`config.mk`:
```
export PLATFORM = sky130hd
export DESIGN_NAME = flash_status_reg_two
export DESIGN_NICKNAME = d
export VERILOG_FILES = /design/src/rtl/status_two_pkg.sv /design/src/rtl/pin_sync_if.sv /design/src/rtl/flash_status_reg_two.sv /design/src/rtl/pin_sync.sv
export SDC_FILE = /design/constraint.sdc
export NUM_CORES = 1
export LEC_CHECK = 0
export BUFFER_PORTS_ARGS = -buffer_cell sky130_fd_sc_hd__buf_2
export CELL_PAD_IN_SITES_DETAIL_PLACEMENT = 1
export CELL_PAD_IN_SITES_GLOBAL_PLACEMENT = 2
export CORE_ASPECT_RATIO = 0.6
export CORE_MARGIN = 8
export CORE_UTILIZATION = 23
export DETAILED_ROUTE_END_ITERATION = 6
export GPL_TIMING_DRIVEN = 0
export PLACE_DENSITY_LB_ADDON = 0.3
export SLEW_MARGIN = 20
export SYNTH_ARGS = -nofsm -noshare
export SYNTH_HDL_FRONTEND = slang
export SYNTH_SLANG_ARGS = --single-unit
```
`constraint.sdc`:
```
create_clock -name clk -period 2.3 [get_ports clk]
set_clock_uncertainty 0.2 [all_clocks]
set_input_delay 0.115 -clock clk [delete_from_list [all_inputs] [get_ports clk]]
set_output_delay 0.115 -clock clk [all_outputs]
set_load 0.03 [all_outputs]
```
`src/rtl/status_two_pkg.sv`:
```
// constants for the second status register of the serial flash
// Contract
// RULE_01: suspend command sets read-only bit 7
// RULE_02: resume or any reset clears suspend flag
// RULE_03: bit 6 inverts protection map, resets zero
// RULE_04: inverted map swaps writable and protected regions
// RULE_05: lock field bits 5:3, read-only, reset zero
// RULE_06: bit 5 reg 3, bit 4 reg 2, bit 3 reg 1
// RULE_07: programming byte 128 sets its lock bit; the code locks on byte 127 (SEC_LAST_BYTE, 7'h7f)
// RULE_08: locked security register refuses further programming
// RULE_09: security register 0 always locked, no bit
// RULE_10: bit 1 quad enable, read/write, reset zero
// RULE_11: quad off keeps pins in control roles
// RULE_12: quad on turns pins into data lines
// RULE_13: quad enable gates quad and xip reads
// RULE_14: quad enable gates program, wrap, id read
// RULE_15: bit 0 upper protect-mode bit, reset zero
// RULE_16: modes zero-one with pin low block writes
// RULE_17: both modes and lock set block permanently
// RULE_18: hold/reset selection only while quad off
// RULE_19: bit 2 reads zero, ignores writes
// RULE_20: status writes keep read-only fields unchanged
package status_two_pkg;

  // =======================================================
  // register layout
  localparam int unsigned SUSPEND_BIT = 7;
  localparam int unsigned INVERT_BIT = 6;
  localparam int unsigned LOCK_HI_BIT = 5;
  localparam int unsigned LOCK_LO_BIT = 3;
  localparam int unsigned RESERVED_BIT = 2;
  localparam int unsigned QUAD_BIT = 1;
  localparam int unsigned MODE_HI_BIT = 0;
  localparam logic [7:0] STATUS_TWO_RESET = 8'h00;
  localparam logic [7:0] WRITABLE_MASK = 8'h43;
  localparam logic [2:0] LOCK_RESET = 3'h0;

  // =======================================================
  // command opcodes
  localparam logic [7:0] OP_SUSPEND = 8'h75;
  localparam logic [7:0] OP_RESUME = 8'h7a;
  localparam logic [7:0] OP_RESET_ENABLE = 8'h66;
  localparam logic [7:0] OP_RESET = 8'h99;
  localparam logic [7:0] OP_WRITE_STATUS_TWO = 8'h31;
  localparam logic [7:0] OP_QUAD_OUT_READ = 8'h6b;
  localparam logic [7:0] OP_XIP_READ = 8'heb;
  localparam logic [7:0] OP_XIP_READ_DW = 8'he7;
  localparam logic [7:0] OP_QUAD_PAGE_PROG = 8'h32;
  localparam logic [7:0] OP_BURST_WRAP = 8'h77;
  localparam logic [7:0] OP_QUAD_ID_READ = 8'h94;

  // =======================================================
  // security registers
  localparam int unsigned SEC_REG_COUNT = 4;
  localparam logic [6:0] SEC_LAST_BYTE = 7'h7f;

  // =======================================================
  // software reset sequencer
  typedef enum logic [0:0] {
    SWR_IDLE = 1'b0,
    SWR_ARMED = 1'b1
  } swr_state_t;

endpackage
```
`src/rtl/pin_sync_if.sv`:
```
// carrier between the flash pins and their synchroniser
`timescale 1ns/100ps
interface pin_sync_if;
  logic [2:0] raw;
  logic [2:0] clean;
  modport sync (input raw, output clean);
  modport user (output raw, input clean);
endinterface

```
`src/rtl/flash_status_reg_two.sv`:
```
// second status register with suspend, invert, otp lock and quad logic
`timescale 1ns/100ps
module flash_status_reg_two (
  input wire logic clk,
  input wire logic reset,
  input wire logic cmd_valid,
  input wire logic [7:0] cmd_opcode,
  input wire logic [7:0] cmd_data,
  input wire logic write_enable_latch,
  input wire logic op_busy,
  input wire logic jedec_reset_evt,
  input wire logic protect_mode_lo,
  input wire logic protect_mode_lock,
  input wire logic hold_reset_select,
  input wire logic region_bp_hit,
  input wire logic otp_prog_valid,
  input wire logic [1:0] otp_prog_reg,
  input wire logic [6:0] otp_prog_byte,
  input wire logic data_line_two_i,
  input wire logic data_line_three_i,
  input wire logic hw_reset_n_i,
  input wire logic [1:0] io_drive_data,
  input wire logic io_drive_req,
  output logic [7:0] status_two_q,
  output logic cmd_refused,
  output logic sr_write_refused_q,
  output logic array_write_ok,
  output logic otp_prog_ok,
  output logic [3:0] otp_locked,
  output logic quad_io_enable,
  output logic wp_function_active,
  output logic hold_function_active,
  output logic device_reset_evt,
  output logic [1:0] io_sample_q,
  output logic data_line_two_o,
  output logic data_line_two_oe,
  output logic data_line_three_o,
  output logic data_line_three_oe
);

  // =======================================================
  // pin synchronisers
  pin_sync_if pins ();
  logic wp_n_s;
  logic hold_n_s;
  logic hw_reset_n_s;

  // the wp and hold pins double as data lines two and three
  assign pins.raw = {hw_reset_n_i, data_line_three_i, data_line_two_i};
  assign wp_n_s = pins.clean[0];
  assign hold_n_s = pins.clean[1];
  assign hw_reset_n_s = pins.clean[2];

  pin_sync u_pin_sync (
    .clk(clk),
    .reset(reset),
    .pins(pins)
  );

  // =======================================================
  // register state
  logic suspend_flag_q;
  logic suspend_flag_d;
  logic protect_invert_q;
  logic protect_invert_d;
  logic [2:0] otp_lock_bits_q;
  logic [2:0] otp_lock_bits_d;
  logic quad_io_enable_q;
  logic quad_io_enable_d;
  logic protect_mode_hi_q;
  logic protect_mode_hi_d;
  logic sr_write_refused_d;
  logic hw_reset_seen_q;
  logic hw_reset_seen_d;
  status_two_pkg::swr_state_t swr_q;
  status_two_pkg::swr_state_t swr_d;

  // =======================================================
  // command decode
  logic is_suspend;
  logic is_resume;
  logic is_write;
  logic sw_reset_evt;
  logic hw_reset_evt;
  logic quad_cmd;
  logic sr_locked;
  logic wp_low;

  // quad-only opcodes are refused while quad enable is clear
  always_comb begin
    unique case (cmd_opcode)
      status_two_pkg::OP_QUAD_OUT_READ,
      status_two_pkg::OP_XIP_READ,
      status_two_pkg::OP_XIP_READ_DW: quad_cmd = 1'b1; // [RULE_13]
      status_two_pkg::OP_QUAD_PAGE_PROG,
      status_two_pkg::OP_BURST_WRAP,
      status_two_pkg::OP_QUAD_ID_READ: quad_cmd = 1'b1; // [RULE_14]
      default: quad_cmd = 1'b0;
    endcase
  end

  assign cmd_refused = cmd_valid & quad_cmd & ~quad_io_enable_q;
  assign is_suspend = cmd_valid && cmd_opcode == status_two_pkg::OP_SUSPEND;
  assign is_resume = cmd_valid && cmd_opcode == status_two_pkg::OP_RESUME;
  assign is_write = cmd_valid &&
    cmd_opcode == status_two_pkg::OP_WRITE_STATUS_TWO;

  // wp pin counts only in its control role
  assign wp_low = ~quad_io_enable_q & ~wp_n_s; // [RULE_11] [RULE_12]

  // write protection from the two mode bits and the wp pin
  always_comb begin
    unique case ({protect_mode_hi_q, protect_mode_lo})
      2'b00: sr_locked = 1'b0;
      2'b01: sr_locked = wp_low; // [RULE_16]
      2'b10: sr_locked = 1'b1;
      2'b11: sr_locked = 1'b1; // [RULE_17]
    endcase
  end

  // =======================================================
  // software reset pair: enable then reset as the next command
  always_comb begin
    swr_d = swr_q;
    sw_reset_evt = 1'b0;
    if (cmd_valid) begin
      unique case (swr_q)
        status_two_pkg::SWR_IDLE: begin
          if (cmd_opcode == status_two_pkg::OP_RESET_ENABLE) begin
            swr_d = status_two_pkg::SWR_ARMED;
          end
        end
        status_two_pkg::SWR_ARMED: begin
          sw_reset_evt = cmd_opcode == status_two_pkg::OP_RESET;
          if (cmd_opcode != status_two_pkg::OP_RESET_ENABLE) begin
            swr_d = status_two_pkg::SWR_IDLE;
          end
        end
      endcase
    end
  end

  // pairing state; a reset drops any half-seen enable
  always_ff @(posedge clk) begin
    if (reset) begin
      swr_q <= status_two_pkg::SWR_IDLE;
    end else begin
      swr_q <= swr_d;
    end
  end

  // =======================================================
  // hardware reset on the reset pin or the hold/reset pin, edge of the settled level
  // the hold pin's reset role only exists while quad enable is clear
  always_comb begin
    hw_reset_seen_d = ~hw_reset_n_s |
      (~quad_io_enable_q & hold_reset_select & ~hold_n_s); // [RULE_18]
  end

  // settled level history; starts idle so no false edge after reset
  always_ff @(posedge clk) begin
    if (reset) begin
      hw_reset_seen_q <= 1'b0;
    end else begin
      hw_reset_seen_q <= hw_reset_seen_d;
    end
  end

  assign hw_reset_evt = hw_reset_seen_d & ~hw_reset_seen_q;
  assign device_reset_evt = hw_reset_evt | jedec_reset_evt | sw_reset_evt;

  // =======================================================
  // suspend flag; clears first so a same-cycle suspend still lands
  always_comb begin
    suspend_flag_d = suspend_flag_q;
    if (is_resume || device_reset_evt) begin
      suspend_flag_d = 1'b0; // [RULE_02]
    end
    if (is_suspend && op_busy) begin
      suspend_flag_d = 1'b1; // [RULE_01]
    end
  end

  // suspend flag register
  always_ff @(posedge clk) begin
    if (reset) begin
      suspend_flag_q <= 1'b0;
    end else begin
      suspend_flag_q <= suspend_flag_d;
    end
  end

  // =======================================================
  // register next values
  always_comb begin
    protect_invert_d = protect_invert_q;
    otp_lock_bits_d = otp_lock_bits_q;
    quad_io_enable_d = quad_io_enable_q;
    protect_mode_hi_d = protect_mode_hi_q;
    sr_write_refused_d = 1'b0;
    // device reset drops reset lockdown but keeps the otp form
    if (device_reset_evt) begin
      protect_mode_hi_d = protect_mode_hi_q & protect_mode_lo &
        protect_mode_lock; // [RULE_17]
    end
    // only bits 6, 1 and 0 take written data
    if (is_write && write_enable_latch && !device_reset_evt) begin
      if (sr_locked) begin
        sr_write_refused_d = 1'b1; // [RULE_16]
      end else begin
        protect_invert_d = cmd_data[status_two_pkg::INVERT_BIT]; // [RULE_03]
        quad_io_enable_d = cmd_data[status_two_pkg::QUAD_BIT]; // [RULE_10]
        protect_mode_hi_d = cmd_data[status_two_pkg::MODE_HI_BIT]; // [RULE_15]
      end
    end
    // lock bits are sticky; writing the last byte locks the register
    if (otp_prog_ok && otp_prog_byte == status_two_pkg::SEC_LAST_BYTE) begin
      unique case (otp_prog_reg)
        2'h0: otp_lock_bits_d = otp_lock_bits_q; // refused before this
        2'h1: otp_lock_bits_d[0] = 1'b1; // [RULE_07] [RULE_06]
        2'h2: otp_lock_bits_d[1] = 1'b1;
        2'h3: otp_lock_bits_d[2] = 1'b1;
      endcase
    end
  end

  // configuration, lock and refusal registers
  always_ff @(posedge clk) begin
    if (reset) begin
      protect_invert_q <= 1'b0;
      otp_lock_bits_q <= status_two_pkg::LOCK_RESET; // [RULE_05]
      quad_io_enable_q <= 1'b0;
      protect_mode_hi_q <= 1'b0;
      sr_write_refused_q <= 1'b0;
    end else begin
      protect_invert_q <= protect_invert_d;
      otp_lock_bits_q <= otp_lock_bits_d;
      quad_io_enable_q <= quad_io_enable_d;
      protect_mode_hi_q <= protect_mode_hi_d;
      sr_write_refused_q <= sr_write_refused_d;
    end
  end

  // =======================================================
  // read view; read-only fields are never taken from write data
  always_comb begin
    status_two_q = status_two_pkg::STATUS_TWO_RESET;
    status_two_q[status_two_pkg::SUSPEND_BIT] = suspend_flag_q;
    status_two_q[status_two_pkg::INVERT_BIT] = protect_invert_q;
    status_two_q[status_two_pkg::LOCK_HI_BIT:status_two_pkg::LOCK_LO_BIT] =
      otp_lock_bits_q; // [RULE_20] [RULE_06]
    status_two_q[status_two_pkg::RESERVED_BIT] = 1'b0; // [RULE_19]
    status_two_q[status_two_pkg::QUAD_BIT] = quad_io_enable_q;
    status_two_q[status_two_pkg::MODE_HI_BIT] = protect_mode_hi_q;
  end

  // =======================================================
  // security register permission; register 0 is factory content
  assign otp_locked = {otp_lock_bits_q, 1'b1}; // [RULE_09]
  assign otp_prog_ok = otp_prog_valid & ~otp_locked[otp_prog_reg]; // [RULE_08]

  // array protection, reversed by the invert bit
  assign array_write_ok = protect_invert_q ? region_bp_hit
                                           : ~region_bp_hit; // [RULE_04]

  // =======================================================
  // pin roles
  assign quad_io_enable = quad_io_enable_q;
  assign wp_function_active = ~quad_io_enable_q; // [RULE_11]
  assign hold_function_active = ~quad_io_enable_q &
    ~hold_reset_select; // [RULE_18]

  // data lines driven only in quad mode, registered for clean timing
  logic [1:0] io_out_q;
  logic [1:0] io_out_d;
  logic io_oe_q;
  logic io_oe_d;
  logic [1:0] io_sample_d;

  always_comb begin
    io_out_d = io_drive_data;
    io_oe_d = quad_io_enable_q & io_drive_req; // [RULE_12]
    io_sample_d = quad_io_enable_q ? {hold_n_s, wp_n_s} : 2'h0;
  end

  // pin drive registers, so the pads see no decode glitches
  always_ff @(posedge clk) begin
    if (reset) begin
      io_out_q <= 2'h0;
      io_oe_q <= 1'b0;
      io_sample_q <= 2'h0;
    end else begin
      io_out_q <= io_out_d;
      io_oe_q <= io_oe_d;
      io_sample_q <= io_sample_d;
    end
  end

  assign data_line_two_o = io_out_q[0];
  assign data_line_three_o = io_out_q[1];
  assign data_line_two_oe = io_oe_q;
  assign data_line_three_oe = io_oe_q;

endmodule

```
`src/rtl/pin_sync.sv`:
```
// three-stage pin synchroniser that accepts a change once settled
`timescale 1ns/100ps
module pin_sync (
  input wire logic clk,
  input wire logic reset,
  pin_sync_if.sync pins
);

  // =======================================================
  // stages
  logic [2:0] meta_q;
  logic [2:0] meta_d;
  logic [2:0] mid_q;
  logic [2:0] mid_d;
  logic [2:0] last_q;
  logic [2:0] last_d;
  logic [2:0] clean_q;
  logic [2:0] clean_d;

  // first stage is read only by the second; pins idle high
  always_comb begin
    meta_d = pins.raw;
    mid_d = meta_q;
    last_d = mid_q;
    clean_d = clean_q;
    for (int i = 0; i < 3; i++) begin
      if (mid_q[i] == last_q[i]) begin
        clean_d[i] = last_q[i];
      end
    end
  end

  always_ff @(posedge clk) begin
    if (reset) begin
      meta_q <= 3'h7;
      mid_q <= 3'h7;
      last_q <= 3'h7;
      clean_q <= 3'h7;
    end else begin
      meta_q <= meta_d;
      mid_q <= mid_d;
      last_q <= last_d;
      clean_q <= clean_d;
    end
  end

  assign pins.clean = clean_q;

endmodule

```
==> flow_summary.yaml, run 1 <==
detailed_routing:
  drc: 0
  avgViaCountPerCell: 4.450
  drt_pass1_iterations: 4
  postRouteAntennaNets: 0
  routedWlPerCell_um: 14.18
  vias: 1255
  drt_iter0_drc: 21
  wl_mm: 3.998
synthesis:
  synthFlopType: "dfxtp_1"
  ys_warn_count: 0
  seq_area_frac_synth_pct: 44.08
  synthesis.instances: 136
  synth_edf_count: 0
  synth_cell_types: 35
  syn_area_um2: 1226
  synthArstFlopShare_pct: 0
  avgSynthCellArea_um2: 9.016
  syn_nets: 178
  ys_seq_elements: 27
worst_setup_path:
  crit_fanout: 3
  worstSetupStartpointType: "input port"
  crit_path_end_kind: "register"
  path_class: "in2reg"
  worstPathRequired_ns: 2.33
  cp.arrival_ns: 2.14
grt:
  antenna_found_initial: 0
  grt_usage_pct: 10.00
  gr-total-overflow: 0
  grt_max_degree: 15
  grt_pass1_wl_mm: 6.375
  grt_pass1_vias: 1354
clock_network:
  clk_pin_slew_worst_paths_ns: 0.09
  cts_made_buffers: 3
  ctsRootBufferMaster: "clkbuf_8"
  cts.sinks: 27
  clock_latency_ns: 0.27
  cts_tree: "yes"
  clock_path_buffers: 2
  ctsHtreeMaxLevel: 1
power_and_ir_drop:
  power_density_nw_per_um2: 488.8
  power_frac_comb_pct: 14.9
  p_seq_share_pct: 53.9
  switchingPower_mw: 0.2224
  switching_share_pct: 25.06
  p_int_mw: 0.6650
  power.share.clock_pct: 31.2
  peakVddDrop_uv: 254.8
  p_leak_nw: 0.8385
  p_total_mw: 0.8874
sta:
  final-setup-viol-count: 0
  fin_setup_tns_ns: 0
  rsz0062_at_grt: "false"
  drv_slew: 0
  fmaxAchievable_mhz: 471.9
  fin_crit_ns: 2.119
  finalHoldViolations: 0
  fin_crit_sh_pct: 92.14
placed_design:
  port_buffers: 60
  dp_hpwl_mm: 3.106
  place_congestion: 0.8258
  dpl-instance-area_um2: 1609
floorplanning:
  core_area_um2: 5105
  rows: 20
  die_w_um: 110.3
  die_h_um: 72.56
  io_pins: 68
  dieArea_um2: 8000
  start_util_pct: 24.02
cells_and_area:
  nNetsFinal: 259
  seqCellArea_um2: 541.8
  nFillCells: 633
  drive_gt1_share_pct: 42.13
  antenna_cells: 0
  fin_area_um2: 1815
  areaGrowthSynthToFinish_pct: 48.06
  multi_input_area_um2: 584.3
run_status:
  status: "finished, final reports clean"
run:
  maxCapViolations: 0
min_path:
  hold_class: "in2reg"
## worst max-delay path, stage by stage
cell and delay (ns):
dlygate4sd3_1 0.54, buf_2 0.14, nor4b_1 0.15, nor3_1 0.23, nand2_1 0.13, nor4b_1 0.27, dlygate4sd3_1 0.57
## repair_timing
| action | CTS | global route |
|---|---|---|
| endpoints found under the setup margin | 0 | 1 |
| gates resized for setup | 0 | 1 |
| endpoints found under the hold margin | 16 | 0 |
| hold buffers | 16 | 0 |
| buffers inserted | 0 | 0 |
## sequential cells by signal (all words and copies together), names as in the netlist
register,flops
io_sample_q,2
protect_mode_hi_q,1
otp_lock_bits_q,3
u_pin_sync.meta_q,3
u_pin_sync.last_d,3
data_line_three_oe,1
sr_write_refused_q,1
swr_q,1
suspend_flag_q,1
u_pin_sync.last_q,3
u_pin_sync.pins.clean,3
hw_reset_seen_q,1
io_out_q,2
quad_io_enable,1
protect_invert_q,1
## final timing paths
path	startpoint	endpoint	slack [ns]	depth (start not counted)
worst max-delay path	hold_reset_select	sr_write_refused_q	0.18	7
worst min register to register	u_pin_sync.meta_q[1]	u_pin_sync.last_d[1]	0.22	1
worst min-delay path	protect_mode_lock	protect_mode_hi_q	0.02	4
worst max register to register	quad_io_enable	sr_write_refused_q	0.31	5
## cell usage in the layout, fill, tap and decap left out, types with 3 or more instances in the layout
| cell type | n |
|---|---|
| nand2_1 | 8 |
| dfxtp_1 | 26 |
| buf_2 | 60 |
| nand4_1 | 6 |
| nor2b_1 | 7 |
| nor4b_1 | 4 |
| and3_2 | 3 |
| clkbuf_1 | 3 |
| or2_2 | 9 |
| clkbuf_8 | 3 |
| o21ai_0 | 4 |
| inv_1 | 5 |
| a21oi_1 | 6 |
| nor3_1 | 4 |
| buf_4 | 10 |
| dlygate4sd3_1 | 16 |
| nor2_1 | 12 |
## layout make-up
class                           count  area share, %
Multi-Input combinational cell     92          32.18
Inverter                            5          1.034
Sequential cell                    27          29.84
Tap cell                           66          4.549
Clock buffer                        4          2.481
Timing Repair Buffer               76          25.36
Buffer                             12          4.549
## logic make-up after synthesis
kind of cell / after synthesis / share of synthesized area [%]
simple gates: 66 / 32.86
flops: 27 / 44.08
compound gates: 19 / 9.899
buf+inv: 17 / 8.266
mux: 3 / 2.857
xor+xnor: 2 / 1.429
other cells: 2 / 0.6125
## power by group through the flow
stage	sequential [mW]	clock, mW	combinational [mW]
finish	0.479	0.277	0.132
global route	0.480	0.305	0.145
CTS	0.479	0.283	0.132
detailed placement	0.490	0	0.113
global placement	0.489	0	0.109
floorplan	0.493	0	0.0534
## synthesized netlist by cell type, drive strengths merged, types with 4 or more instances
| master | n | share of area (%) |
|---|---|---|
| a21oi | 6 | 2.4 |
| and3 | 5 | 2.9 |
| buf | 10 | 6.1 |
| dfxtp | 27 | 44 |
| inv | 5 | 1.5 |
| nand2 | 8 | 2.4 |
| nand4 | 6 | 3.1 |
| nor2 | 12 | 3.7 |
| nor2b | 7 | 3.6 |
| nor3 | 4 | 1.6 |
| nor4b | 4 | 2.9 |
| o21ai | 4 | 1.6 |
| or2 | 9 | 4.6 |
## routing by layer
layer | wire, µm | GRT usage (%) | vias to the layer above
li1 | - | - | 623
met5 | 0 | 0 | -
met1 | 1859 | 12.49 | 583
met3 | 420 | 4.775 | 2
met4 | 14 | 1.322 | 0
met2 | 1704 | 15.53 | 47
## stage by stage
step,util [%],setup WS [ns],std cells,hold slack [ns]
2_1_floorplan,-,0.2199,136,0.01881
3_3_place_gp,31.52,0.2556,262,0.09655
3_5_place_dp,31.52,0.2336,262,0.1031
4_1_cts,35.54,0.1450,282,0.01873
5_1_grt,35.56,0.03325,282,0.03418
6_report,35.56,0.1808,282,0.02375
(Power assumes the default switching activity.)
==> inputs of run 2 (changes only) <==
GPL_TIMING_DRIVEN = 1   (was 0)
==> run 2 against run 1 <==
  * Maximum frequency up 2.4%
  * Final cell count decreased by 5.0%
  * Sequential share of layout area grew 1.8 points
  * Power fell by 1.9%
  * Flip-flop and latch count did not move
==> flow_summary.yaml, run 2 (synthesized netlist as in run 1, its figures left out) <==
placed_design:
  dp_hpwl_mm: 2.984
  place_congestion: 0.7973
  port_buffers: 60
  dpl.cell_count: 251
worst_setup_path:
  worstSetupStartpointType: "input port"
  path_class: "in2reg"
  reg2reg_to: "suspend_flag_q"
  worstPathRequired_ns: 2.26
  endpoint: "quad_io_enable"
  cp_cell_sequence: "dlygate4sd3_1, buf_2, nor4b_1, or3_4, nor4_4, mux2_4"
  startpoint: "hold_reset_select"
  crit_fanout: 3
  cpMaxStageDelayCell: "dlygate4sd3_1"
  cp.arrival_ns: 2.03
  reg2reg_from: "u_pin_sync.pins.clean[1]"
  crit_path_end_kind: "register"
  rr_worst_depth: 5
  critical-path-max-stage-delay_ns: 0.54
  r2r_slack_ns: 0.35
clock_network:
  clk_pin_slew_worst_paths_ns: 0.08
  cts.sinks: 27
  ctsRootBufferMaster: "clkbuf_8"
  cts_resized: 0
  cts_tree: "yes"
  clock_latency_ns: 0.27
  clock_path_buffers: 2
  ctsHtreeMaxLevel: 1
  cts_made_buffers: 3
floorplanning:
  dieArea_um2: 8000
  rows: 20
  io_pins: 68
  die_w_um: 110.3
  start_util_pct: 24.02
  core_area_um2: 5105
  die_h_um: 72.56
sta:
  finalHoldViolations: 0
  drv_slew: 0
  fin_crit_sh_pct: 89.95
  fmaxAchievable_mhz: 483.3
  final-setup-viol-count: 0
  holdWs_ns: 0.007336
  rsz0062_at_grt: "false"
  fin_crit_ns: 2.069
  fin_setup_tns_ns: 0
cells_and_area:
  seqCellArea_um2: 540.5
  nFillCells: 621
  multi_input_area_um2: 584.3
  nNetsFinal: 245
  drive_gt1_share_pct: 40.10
  antenna_cells: 0
  areaGrowthSynthToFinish_pct: 39.39
  final_common_cell: "buf_2"
  fin_cells: 268
  final_cell_mix: "60 x buf_2, 27 x dfxtp_1, 13 x dlygate4sd3_1"
detailed_routing:
  wl_mm: 3.821
  postRouteAntennaNets: 0
  drt_iter0_drc: 11
  avgViaCountPerCell: 4.396
  routedWlPerCell_um: 14.26
  drt_pass1_iterations: 3
  vias: 1178
  drc: 0
run:
  maxCapViolations: 0
run_status:
  status: "finished, final reports clean"
power_and_ir_drop:
  p_leak_nw: 0.7725
  power_density_nw_per_um2: 509.1
  peakVddDrop_uv: 216.4
grt:
  grt_max_degree: 23
  antenna_found_initial: 0
  grt_pass1_wl_mm: 6.078
  grt_usage_pct: 9.502
  grt_pass1_vias: 1252
  gr-total-overflow: 0
min_path:
  hold_class: "in2reg"
[run 2: final cells by class]
type,count,share of cell area (%)
multi-input combinational,92,34.19
sequential,27,31.63
timing repair buffer,74,25.62
tap,66,4.832
clock buffer,4,2.635
inverter,5,1.098
[run 2: per-layer routing]
layer  part of all wire [%]  track usage (%)
met1                     48            12.12
met2                     42            15.07
met3                    9.0            3.360
met4                   0.37            1.762
met5                      0                0
[run 2: how the worst min path moves through the flow]
stage	startpoint	end	slack (ns)	cells after the start
floorplan	data_line_two_i	u_pin_sync.meta_q[0]	0.02	1
global placement	hw_reset_n_i	u_pin_sync.meta_q[2]	0.1	2
detailed placement	hw_reset_n_i	u_pin_sync.meta_q[2]	0.10	2
CTS	jedec_reset_evt	sr_write_refused_q	0.001	4
global route	protect_mode_lock	protect_mode_hi_q	0.02	4
finish	jedec_reset_evt	sr_write_refused_q	0.007	4
[run 2: power breakdown]
part           internal (mW)  switching [mW]  total [mW]
Sequential             0.476         0.00293       0.478
Clock                  0.124           0.143       0.267
Combinational         0.0597          0.0652       0.125
Total                  0.659           0.211       0.870
[run 2: timing repair]
action | in CTS | in global routing
endpoints found under the hold margin | 14 | 0
hold buffers | 13 | 0
buffers inserted | 0 | 0
[run 2: worst max-delay path, delay by kind of cell]
family	cells	cell delay, ns
simple gates	3	0.92
buf+inv	2	0.68
mux	1	0.33
[run 2: through the flow]
| stage | total power, mW | util (%) | setup WS [ns] | instance area (µm²) |
|---|---|---|---|---|
| 2_1_floorplan | 0.5462 | - | 0.2199 | 1226 |
| 3_3_place_gp | 0.5957 | 30.05 | 0.4387 | 1534 |
| 3_5_place_dp | 0.5990 | 30.05 | 0.4159 | 1534 |
| 4_1_cts | 0.8866 | 33.48 | 0.2460 | 1709 |
| 5_1_grt | 0.9143 | 33.48 | 0.08913 | 1709 |
| 6_report | 0.8702 | 33.48 | 0.2311 | 1709 |
==> inputs of run 3 (changes only) <==
CORE_MARGIN = unset   (was 8)
==> run 3 against run 2 <==
  * Via count grew 1.3%
  * Core utilization grew 0.39 points
  * Register-to-register slack lost 0.05 ns
  * Power is essentially flat
  * Sequential power is essentially flat
  * Clock power is essentially flat
  * Critical path type unchanged
  * Highest routed layer unchanged
==> flow_summary.yaml, run 3 (synthesized netlist as in run 1, its figures left out) <==
run_status:
  status: "finished, final reports clean"
grt:
  use_met2_pct: 21.28
  grt_pass1_wl_mm: 5.354
  met1_usage_pct: 16.22
  grt_pass1_vias: 1149
  grt.met3_usage_pct: 4.134
  antenna_found_initial: 0
  grt_usage_pct: 12.77
  gr-total-overflow: 0
  busiest_layer: "met2"
  grt_max_degree: 23
placed_design:
  dp_hpwl_mm: 2.631
  port_buffers: 60
  place_congestion: 0.7900
  dp_slack_ns: 0.4065
sta:
  final-setup-viol-count: 0
  rsz0062_at_grt: "false"
  finalHoldViolations: 0
  drv_slew: 0
  fin_setup_tns_ns: 0
  fmaxAchievable_mhz: 458.4
  fin_crit_sh_pct: 94.85
  fin_ws_ns: 0.1185
  fin_crit_ns: 2.182
worst_setup_path:
  crit_path_end_kind: "register"
  path_class: "in2reg"
  worstSetupStartpointType: "input port"
  worstPathRequired_ns: 2.32
  cp.arrival_ns: 2.20
  crit_fanout: 3
floorplanning:
  dieArea_um2: 5637
  die_w_um: 96.26
  io_pins: 68
  die_h_um: 58.56
  core_area_um2: 5105
  start_util_pct: 24.02
  rows: 20
power_and_ir_drop:
  power_frac_comb_pct: 14.5
  power.share.clock_pct: 30.6
  p_int_mw: 0.6605
  power_density_nw_per_um2: 503.5
  p_leak_nw: 0.7836
  p_seq_share_pct: 55.0
  switching_share_pct: 24.14
  switchingPower_mw: 0.2101
  peakVddDrop_uv: 189.7
clock_network:
  post_cts_buffers: 0
  clk_pin_slew_worst_paths_ns: 0.09
  cts_tree: "yes"
  ctsHtreeMaxLevel: 1
  cts.sinks: 27
  clock_latency_ns: 0.27
  cts_made_buffers: 3
  ctsRootBufferMaster: "clkbuf_8"
  clock_path_buffers: 2
cells_and_area:
  nNetsFinal: 247
  final_common_cell: "buf_2"
  final_cell_mix: "60 x buf_2, 27 x dfxtp_1, 15 x dlygate4sd3_1"
  antenna_cells: 0
  drive_gt1_share_pct: 39.71
  areaGrowthSynthToFinish_pct: 41.02
detailed_routing:
  drt_iter0_drc: 50
  postRouteAntennaNets: 0
  avgViaCountPerCell: 4.419
  routedWlPerCell_um: 12.70
  wl_mm: 3.430
  drt_pass1_iterations: 4
  drc: 0
  vias: 1193
run:
  maxCapViolations: 0
min_path:
  hold_class: "in2reg"
## run 3: changes by cell type in the layout (fill, tap and decap cells not counted)
cell	before	now
dlygate4sd3_1	13	15
## run 3: layer usage
layer	share of wire [%]	wire length (µm)	up-vias
met5	0	0	-
met4	0.41	14	0
met3	8.0	275	2
met2	46	1577	49
met1	46	1563	544
li1	-	-	598
## run 3: final cells by class
class / instances / area [µm²]
inverter: 5 / 18.77
fill: 624 / 3376
multi-input combinational: 92 / 584.3
timing repair buffer: 76 / 457.9
tap: 66 / 82.58
sequential: 27 / 540.5
clock buffer: 4 / 45.04
## run 3: what timing repair did
item	4_1_cts	5_1_grt
hold endpoints to repair	15	0
resized for setup	0	0
hold buffers	15	0
## run 3: critical path, cell delays in order
cell,delay (ns)
dlygate4sd3_1,0.54
buf_2,0.14
nor4b_1,0.15
nor3_1,0.25
nand2_1,0.13
nor4b_1,0.30
dlygate4sd3_1,0.58
## run 3: final timing paths
kind | cells after the start | to | startpoint | slack [ns]
worst min-delay path | 4 | protect_mode_hi_q | protect_mode_lock | 0.003
worst min register to register | 1 | u_pin_sync.last_d[2] | u_pin_sync.meta_q[2] | 0.22
worst max-delay path | 7 | sr_write_refused_q | hold_reset_select | 0.12
worst max register to register | 5 | sr_write_refused_q | u_pin_sync.pins.clean[1] | 0.30
## run 3: power groups by stage
stage	logic [mW]	registers (mW)	clock network (mW)
after floorplan	0.0534	0.493	0
after global placement	0.105	0.489	0
after detailed placement	0.109	0.489	0
after CTS	0.126	0.479	0.281
after global routing	0.139	0.480	0.301
final	0.126	0.479	0.266
## run 3: through the flow
| step | hold slack (ns) | std cells | utilization (%) | cell area [µm²] | power (mW) |
|---|---|---|---|---|---|
| after floorplan | 0.01881 | 136 | - | 1226 | 0.5462 |
| after global placement | 0.09650 | 251 | 30.05 | 1534 | 0.5937 |
| after detailed placement | 0.1019 | 251 | 30.05 | 1534 | 0.5980 |
| after CTS | 0.001012 | 270 | 33.87 | 1729 | 0.8859 |
| after global routing | 0.03843 | 270 | 33.87 | 1729 | 0.9198 |
| final | 0.002508 | 270 | 33.87 | 1729 | 0.8706 |
